### config.mk
export PLATFORM = sky130hd
export DESIGN_NAME = nirqc_top
export DESIGN_NICKNAME = d
export VERILOG_FILES = /design/src/nirqc_sync.v /design/src/nirqc_top.v
export VERILOG_INCLUDE_DIRS = /design/src
export SDC_FILE = /design/constraint.sdc
export NUM_CORES = 1
export LEC_CHECK = 0
export BUFFER_PORTS_ARGS = -buffer_cell sky130_fd_sc_hd__buf_2
export CAP_MARGIN = 20
export CORE_MARGIN = 1.5
export CORE_UTILIZATION = 25
export DETAILED_ROUTE_END_ITERATION = 10
export GPL_ROUTABILITY_DRIVEN = 0
export PLACE_DENSITY = 0.44
export SKIP_LAST_GASP = 1
export SLEW_MARGIN = 20
export SYNTH_ARGS = -nofsm -noshare
export SYNTH_HDL_FRONTEND = slang
export SYNTH_SLANG_ARGS = --single-unit
### constraint.sdc
create_clock -name i_sys_clk -period 2.02 [get_ports i_sys_clk]
set_input_delay 0.101 -clock i_sys_clk [delete_from_list [all_inputs] [get_ports i_sys_clk]]
set_output_delay 0.101 -clock i_sys_clk [all_outputs]
set_load 0.01 [all_outputs]
### src/nirqc_defines.vh
// register offsets, field positions and reset values of the normal interrupt request controller
// assumes a 32-bit register port with byte addresses
`ifndef NIRQC_DEFINES_VH
`define NIRQC_DEFINES_VH
`define NIRQC_ADDR_W              32
`define NIRQC_DATA_W              32
`define NIRQC_OFS_PENDING_STATUS  32'hffff0000
`define NIRQC_OFS_SOURCE_LEVEL    32'hffff0004
`define NIRQC_OFS_ENABLE_MASK     32'hffff0008
`define NIRQC_OFS_ENABLE_CLEAR    32'hffff000c
`define NIRQC_OFS_FAST_ENABLE     32'hffff0108
`define NIRQC_OFS_FAST_CLEAR      32'hffff010c
`define NIRQC_OFS_SOFT_CONFIG     32'hffff0110
`define NIRQC_BIT_FAST_OR         0
`define NIRQC_BIT_SOFT            1
`define NIRQC_SRC_LO              2
`define NIRQC_SRC_HI              19
`define NIRQC_BIT_RESERVED        15
`define NIRQC_SRC_W               18
`define NIRQC_MASKABLE            32'h000f7ffc
`define NIRQC_RESET_VALUE         32'h00000000
`endif

### src/nirqc_sync.v
// three flop synchroniser bank with agreement filter for peripheral request levels
// assumes asynchronous request inputs; output changes once stages two and three agree
`timescale 1ns/10ps
`include "nirqc_defines.vh"
module nirqc_sync #(
	parameter WIDTH = `NIRQC_SRC_W
) (
	// clock and reset
	input  wire             i_sys_clk,
	input  wire             i_rst,
	// levels
	input  wire [WIDTH-1:0] i_async,
	output reg  [WIDTH-1:0] o_level
);
	reg [WIDTH-1:0] stage1;
	reg [WIDTH-1:0] stage2;
	reg [WIDTH-1:0] stage3;
	genvar g;
	generate
		for (g = 0; g < WIDTH; g = g + 1) begin : g_bit
			always @(posedge i_sys_clk) begin
				if (i_rst) begin
					stage1[g]  <= 1'b0;
					stage2[g]  <= 1'b0;
					stage3[g]  <= 1'b0;
					o_level[g] <= 1'b0;
				end else begin
					stage1[g] <= i_async[g];
					stage2[g] <= stage1[g];
					stage3[g] <= stage2[g];
					if (stage2[g] == stage3[g]) begin
						o_level[g] <= stage3[g];
					end
				end
			end
		end
	endgenerate
endmodule // nirqc_sync

### src/nirqc_top.v
// normal interrupt request controller: source levels, mask, pending status, request line
// assumes a single-cycle register port; fast-side enable mask also gates the fast request line
// What this block does
// RULE1: seventeen peripheral sources accepted, each one masked on its own bit.
// RULE2: source level register shows live request levels, never latched.
// RULE3: pending status equals source level AND enable mask, except bit one, which follows soft_normal unmasked.
// RULE4: all pending bits ORed into one request line to the core.
// RULE5: no priority encoding or vector; software reads status to order sources.
// RULE6: enable mask writes set bits written one; reads return the mask.
// RULE7: enable clear writes clear mask bits written one; write only.
// RULE8: bit zero fast OR exists only on fast side, not normal registers.
// RULE9: bit one is software interrupt, ignored by mask and clear writes.
// RULE10: bits two to nine are timers, LIN, flash, PLL lock.
// RULE11: bits ten to nineteen are ADC, UART, SPI, pins, high voltage; fifteen reserved.
// RULE12: an unmasked-off source shows level but no status and no request.
// RULE13: software should capture pending status at handler entry.
// RULE14: core recognition masking never gates controller flags or the wake request.
// RULE15: setting a normal mask bit clears the fast one, and vice versa.
// RULE16: software config normal bit drives bit one of level and status together.
// RULE17: OR of fast pending drives the fast request line.
// RULE18: bits twenty to thirty-one read zero and ignore writes.
// RULE19: all registers reset to zero; no request after reset.
`timescale 1ns/10ps
`include "nirqc_defines.vh"
module nirqc_top #(
	parameter ADDR_W = `NIRQC_ADDR_W,
	parameter DATA_W = `NIRQC_DATA_W,
	parameter SRC_W  = `NIRQC_SRC_W
) (
	// clock and reset
	input  wire              i_sys_clk,
	input  wire              i_rst,
	// register port
	input  wire [ADDR_W-1:0] i_addr,
	input  wire [DATA_W-1:0] i_wdata,
	input  wire              i_wr,
	input  wire              i_rd,
	output reg  [DATA_W-1:0] o_rdata,
	// peripheral request levels, bit 0 = source bit 2
	input  wire [SRC_W-1:0]  i_src_req,
	// requests to the core
	output reg               o_irq,
	output reg               o_fiq,
	// wake request to the peripherals
	output reg               o_wake
);
	reg  [DATA_W-1:0] enable_mask;
	reg  [DATA_W-1:0] fast_enable_mask;
	reg               soft_normal;
	reg               soft_fast;
	wire [SRC_W-1:0]  src_sync;
	wire [DATA_W-1:0] src_bits;
	wire [DATA_W-1:0] source_level;
	wire [DATA_W-1:0] pending_status;
	wire [DATA_W-1:0] fast_level;
	wire [DATA_W-1:0] fast_pending;
	wire              fast_or;
	reg  [DATA_W-1:0] next_rdata;
	reg  [DATA_W-1:0] next_mask;
	reg  [DATA_W-1:0] next_fast_mask;
	wire [DATA_W-1:0] wmask;

	// address match, used by every write and read decode
	function hit;
		input [ADDR_W-1:0] a;
		input [ADDR_W-1:0] ofs;
		begin
			hit = (a == ofs);
		end
	endfunction

	nirqc_sync #(
		.WIDTH(SRC_W)
	) u_sync (
		.i_sys_clk(i_sys_clk),
		.i_rst    (i_rst),
		.i_async  (i_src_req),
		.o_level  (src_sync)
	);

	// live levels, no latching; reserved bit 15 and top bits forced to zero
	assign src_bits = {{(DATA_W-`NIRQC_SRC_HI-1){1'b0}}, src_sync, 2'b00} & `NIRQC_MASKABLE; // [RULE1] [RULE2] [RULE10] [RULE11] [RULE18]
	assign fast_level = src_bits | {{(DATA_W-2){1'b0}}, soft_fast, 1'b0};
	assign fast_pending = fast_level & fast_enable_mask;
	assign fast_or = |fast_pending; // [RULE17]
	// bit 0 stays zero here; the fast OR drives only o_fiq and o_wake
	assign source_level = src_bits | {{(DATA_W-2){1'b0}}, soft_normal, 1'b0}; // [RULE8] [RULE16]
	assign pending_status = (source_level & enable_mask) | {{(DATA_W-2){1'b0}}, soft_normal, 1'b0}; // [RULE3] [RULE12] [RULE16]
	assign wmask = i_wdata & `NIRQC_MASKABLE; // [RULE9] [RULE18]

	always @* begin
		next_mask = enable_mask;
		next_fast_mask = fast_enable_mask;
		if (i_wr && hit(i_addr, `NIRQC_OFS_ENABLE_MASK)) begin
			next_mask = enable_mask | wmask; // [RULE6]
			next_fast_mask = fast_enable_mask & ~wmask; // [RULE15]
		end else if (i_wr && hit(i_addr, `NIRQC_OFS_ENABLE_CLEAR)) begin
			next_mask = enable_mask & ~wmask; // [RULE7]
		end else if (i_wr && hit(i_addr, `NIRQC_OFS_FAST_ENABLE)) begin
			next_fast_mask = fast_enable_mask | wmask;
			next_mask = enable_mask & ~wmask; // [RULE15]
		end else if (i_wr && hit(i_addr, `NIRQC_OFS_FAST_CLEAR)) begin
			next_fast_mask = fast_enable_mask & ~wmask;
		end
	end

	always @* begin
		next_rdata = `NIRQC_RESET_VALUE;
		if (i_rd) begin
			case (1'b1)
				hit(i_addr, `NIRQC_OFS_PENDING_STATUS): next_rdata = pending_status; // [RULE5] [RULE13]
				hit(i_addr, `NIRQC_OFS_SOURCE_LEVEL):   next_rdata = source_level;
				hit(i_addr, `NIRQC_OFS_ENABLE_MASK):    next_rdata = enable_mask; // [RULE6]
				hit(i_addr, `NIRQC_OFS_FAST_ENABLE):    next_rdata = fast_enable_mask;
				hit(i_addr, `NIRQC_OFS_SOFT_CONFIG):    next_rdata = {{(DATA_W-3){1'b0}}, soft_fast, soft_normal, 1'b0};
				default:                                next_rdata = `NIRQC_RESET_VALUE;
			endcase
		end
	end

	always @(posedge i_sys_clk) begin
		if (i_rst) begin
			enable_mask      <= `NIRQC_RESET_VALUE; // [RULE19]
			fast_enable_mask <= `NIRQC_RESET_VALUE;
			soft_normal      <= 1'b0;
			soft_fast        <= 1'b0;
			o_rdata          <= `NIRQC_RESET_VALUE;
			o_irq            <= 1'b0;
			o_fiq            <= 1'b0;
			o_wake           <= 1'b0;
		end else begin
			enable_mask      <= next_mask;
			fast_enable_mask <= next_fast_mask;
			if (i_wr && hit(i_addr, `NIRQC_OFS_SOFT_CONFIG)) begin
				soft_normal <= i_wdata[`NIRQC_BIT_SOFT]; // [RULE16]
				soft_fast   <= i_wdata[`NIRQC_BIT_SOFT+1];
			end
			o_rdata <= next_rdata;
			o_irq   <= |pending_status; // [RULE4]
			o_fiq   <= fast_or; // [RULE17]
			// no core-side masking input exists, so flags and wake stay live
			o_wake  <= (|pending_status) | fast_or; // [RULE14]
		end
	end
endmodule // nirqc_top

Word-level counts from Yosys, hierarchy flattened. Index checks and enable logic that the tools add are counted.

Muxes and demuxes: 12. Reductions and logical operators: 11. Equal/unequal tests: 25. Bitwise logic cells: 12.

Operators by type and width (number): two-way mux 32 bit (11); equality test 32 bit, second input constant (7); AND 20 x 32 -> 32 bit (2); AND 32 bit (2); bitwise OR 32 x 20 -> 32 bit (2); OR reduction 32 bit (2); bitwise OR 20 x 2 -> 20 bit (2); inverter 20 -> 32 bit (1); bitwise OR 32 x 2 -> 32 bit (1); equality test 1 bit (17); nonzero test 3 bit (2); logical AND 1 bit (5); two-way mux 3 bit (1); != test 2 bit, second input constant (1); AND reduction 2 bit (1); OR reduction 2 bit (1); inverter 1 bit (1); bitwise OR 1 bit (1).

Word-level logic and storage cells: 136. Register bits after elaboration: 169. Output and inout port bits: 35. Input port bits: 86.

Logic depth before layout (Yosys ltp).
Depth after elaboration: 6. Mapped depth: 7. Mapped depth without buffers: 5.

Modules after synthesis. From an unflattened synthesis, not the netlist that was laid out.

Cells, all modules: 571. Area, all modules: 5595.4 um^2.

By module, submodules not included: nirqc_top (area each 3280.6 um^2, cells each 383, sequential area each 1141.1 um^2, instances 1); nirqc_sync (area each 2314.7 um^2, cells each 188, sequential area each 1441.4 um^2, instances 1).

Worst setup path before layout. OpenSTA, ideal clock, no wires.

Kind: input port to flip-flop. From: in i_addr[10]. To: reg with a tool-made name. Buffers on the path: 2. Setup time: 134 ps. Data required time: 1886 ps. Stages: 7. Data arrival time: 1742 ps. Setup slack: 143 ps. Cells stage by stage: nor4_2 > nand4_2 > nor4_4 > and3b_1 > clkbuf_1 > buf_2 > a211oi_1.

RTL lines: from (decl) (line nirqc_top.v:34) `input wire [ADDR_W-1:0] i_addr,`.

Worst setup path after layout.
From: reg u_sync.o_level[5]. To: reg o_wake.

Longest elaborated chain between the ends: 5. Elaborated cells on any way between the ends: 8. Those cells by class: bitwise: 6; reduce/logical: 2.

Ends and longest elaborated chain: from (decl) (line nirqc_sync.v:13) `output reg [WIDTH-1:0] o_level`; from (signal, indexed assignment) (line nirqc_sync.v:32) `o_level[g] <= stage3[g];`; bitwise OR 20 x 2 -> 20 bit (line nirqc_top.v:87) `assign source_level = src_bits | {{(DATA_W-2){1'b0}}, soft_normal, 1'b0};`; AND 20 x 32 -> 32 bit (line nirqc_top.v:88) `assign pending_status = (source_level & enable_mask) | {{(DATA_W-2){1'b0}}, soft_normal, 1'b0};`; bitwise OR 32 x 2 -> 32 bit (line nirqc_top.v:88); OR reduction 32 bit (line nirqc_top.v:142) `o_wake <= (|pending_status) | fast_or;`; bitwise OR 1 bit (*) (line nirqc_top.v:142); to (signal assigned) (line nirqc_top.v:142); to (decl) (line nirqc_top.v:45) `output reg o_wake`.

Mark *: on every way between the ends. The rest lies on a longest branch, timed or not. A chain may end at the register's enable or synchronous reset.

==> impl_metrics.sql <==
INSERT INTO impl_metrics (metric_group, metric, value, unit) VALUES
('status', 'status', 'finished, final reports clean', ''),
('yosys', 'register_bit_count_reported_by_yosys', '125', ''),
('finish', 'areaGrowthSynthToFinish', '35.0', '%'),
('floorplan', 'initial_utilization', '25.6', '%'),
('clock_network', 'tritoncts', 'done', ''),
('critical_path', 'timing.critical_path.to_type', 'register', ''),
('timing', 'setup_viol', '0', ''),
('yosys', 'synth.most_common_cell', 'dfxtp_1', ''),
('finish', 'nets', '707', ''),
('clock_network', 'cts_hold_buf', '36', ''),
('power', 'total_power_per_unit_cell_area', '915', 'nW/um^2'),
('yosys', 'synthCells', '488', ''),
('route', 'vias_per_cell', '4.69', ''),
('yosys', 'yosys.area_share.simple', '19.2', '%'),
('yosys', 'post_synth_mux_area_share', '3.75', '%'),
('floorplan', 'core', '18800', 'sq um'),
('clock_network', 'post_cts_resized', '0', ''),
('yosys', 'synth_area_leaders', 'dfxtp_1 (52%), nor2b_1 (9.1%), a22o_1 (4.0%)', ''),
('power', 'fin_total_pwr', '0.00594', 'W'),
('yosys', 'synth_cell_count_leaders', 'dfxtp_1 (125), nor2b_1 (70), o21ai_0 (33), clkbuf_1 (23), a22o_1 (22)', ''),
('clock_network', 'cts_made_buffers', '17', ''),
('timing', 'rsz0062_at_grt', 'no', ''),
('clock_network', 'clock-root-buffer', 'clkbuf_16', ''),
('yosys', 'synth_edf_count', '0', ''),
('power', 'total_leakage_power', '2.47', 'nW'),
('route', 'first_pass_iters', '4', ''),
('timing', 'fmax', '0.612', 'GHz'),
('route', 'vias', '4070', ''),
('timing', 'worst_pin_slew', '0.774', 'ns'),
('route', 'antenna_left', '0', ''),
('finish', 'final-seq-area', '2500', 'sq um'),
('route', 'post-route-drc-count', '0', ''),
('clock_network', 'cts_max_level', '4', ''),
('finish', 'area_taken_by_multi_input_logic_gates', '2120', 'sq um'),
('clock_network', 'clock_sinks', '125', ''),
('floorplan', 'die_area', '20100', 'sq um'),
('route', 'detail_route.wirelength', '13.6', 'mm'),
('grt', 'grt_use_met2', '22.7', '%'),
('grt', 'first_pass_grt_wire_length', '21.3', 'mm'),
('place', 'portBuffers', '91', ''),
('grt', 'track_usage', '13.9', '%'),
('clock_network', 'clock_latency', '0.42', 'ns'),
('floorplan', 'fp.dieH', '142', 'um'),
('finish', 'antenna-diode-count', '0', ''),
('yosys', 'yosys.cell_types.count', '42', ''),
('clock_network', 'clkTransAtPathRegs', '0.06', 'ns'),
('yosys', 'synth_compound_gate_area_share', '20.1', '%'),
('critical_path', 'cp_max_fo', '5', ''),
('place', 'detailedPlace.worstSlack', '0.189', 'ns'),
('timing', 'report.final.slew_viol_count', '0', ''),
('yosys', 'synth-seq-area-share', '52.0', '%'),
('timing', 'layout_setup_ws', '0.386', 'ns'),
('yosys', 'synth_ff_type', 'dfxtp_1', ''),
('timing', 'layout_min_cycle_time', '1.63', 'ns'),
('timing', 'totalNegativeSetupSlack', '0', 'ns'),
('timing', 'finalHoldViolations', '0', ''),
('power', 'worst_ir_drop_vdd', '0.570', 'mV'),
('yosys', 'area_share_of_the_largest_cell_type_after_synthesis', '52.0', '%'),
('flow_run', 'max_cap_viols', '0', ''),
('clock_network', 'post_cts.repair.setup_buffers', '0', ''),
('yosys', 'ys_warnings', '0', ''),
('yosys', 'synth-adder-area-share', '0', '%'),
('yosys', 'combinational_family_with_the_most_area_after_synthesis', 'compound AO/OA/AOI/OAI gates', ''),
('place', 'dp.final_hpwl', '9.14', 'mm'),
('critical_path', 'crit_arrival', '1.94', 'ns'),
('timing', 'layout_worst_path_cycle_share', '80.9', '%'),
('floorplan', 'rows', '50', ''),
('yosys', 'synth.largest_area_cell', 'dfxtp_1', ''),
('yosys', 'postSynth.asyncResetShare', '0', '%'),
('finish', 'final.fill_count', '1917', ''),
('grt', 'top_usage_layer', 'met2', '');
[layout make-up]
class | instances | share of cell area [%]
clock buffer | 21 | 7.40
inverter | 1 | 0.0578
tap | 234 | 4.51
clock inverter | 11 | 2.02
timing repair buffer | 146 | 14.8
sequential | 125 | 38.5
multi-input combinational | 330 | 32.7
[cells in the final DEF, fill, tap and decap left out, drive strengths merged, types with 6 or more instances in the layout]
cell,n
a211oi,18
a21oi,21
a221oi,6
a22o,22
a31oi,18
buf,110
clkbuf,21
conb,14
dfxtp,125
dlygate4sd3,36
mux2i,18
nand2,21
nand3,19
nor2,21
nor2b,70
o21ai,33
o22a,16
[through the flow]
step	area, sq um	instances
after floorplan	4860	501
after global placement	5520	800
after detailed placement	5520	800
after CTS	6490	868
after global routing	6490	868
final	6490	868
[worst max-delay path, cell delays in order, from the launching register on]
cell and delay [ns]:
dfxtp_1 0.36, a22o_1 0.25, a221oi_1 0.26, and3_1 0.24, a31oi_1 0.12, or2_2 0.31
[metal layers]
| metal | up-vias | share of wire (%) | wire length, um |
|---|---|---|---|
| met5 | - | 0.074 | 10 |
| met1 | 1920 | 45 | 6120 |
| met2 | 117 | 47 | 6380 |
| met3 | 24 | 5.7 | 769 |
| li1 | 2007 | - | - |
| met4 | 2 | 2.0 | 272 |
[kinds of logic after synthesis]
family                 count (synthesis)
AO/OA/AOI/OAI                        142
buffers and inverters                 46
flip-flops                           125
multiplexers                          18
other                                  1
AND/OR/NAND/NOR                      156
[worst paths after layout]
path / start / end / slack [ns] / depth (start not counted)
max: u_sync.o_level[5] / o_wake / 0.39 / 5
min: i_rst / soft_normal / 0.03 / 2
max reg2reg: u_sync.o_level[5] / o_wake / 0.39 / 5
min reg2reg: u_sync.stage1[9] / u_sync.stage2[9] / 0.43 / 1
[power by group]
part | leakage, nW | internal, W | total [W] | switching (W)
Combinational | 1.16 | 0.000145 | 0.000303 | 0.000157
Clock | 0.293 | 0.00196 | 0.00312 | 0.00116
Sequential | 1.02 | 0.00251 | 0.00252 | 0.0000153
Note: power is estimated with default switching activity, not from simulation.
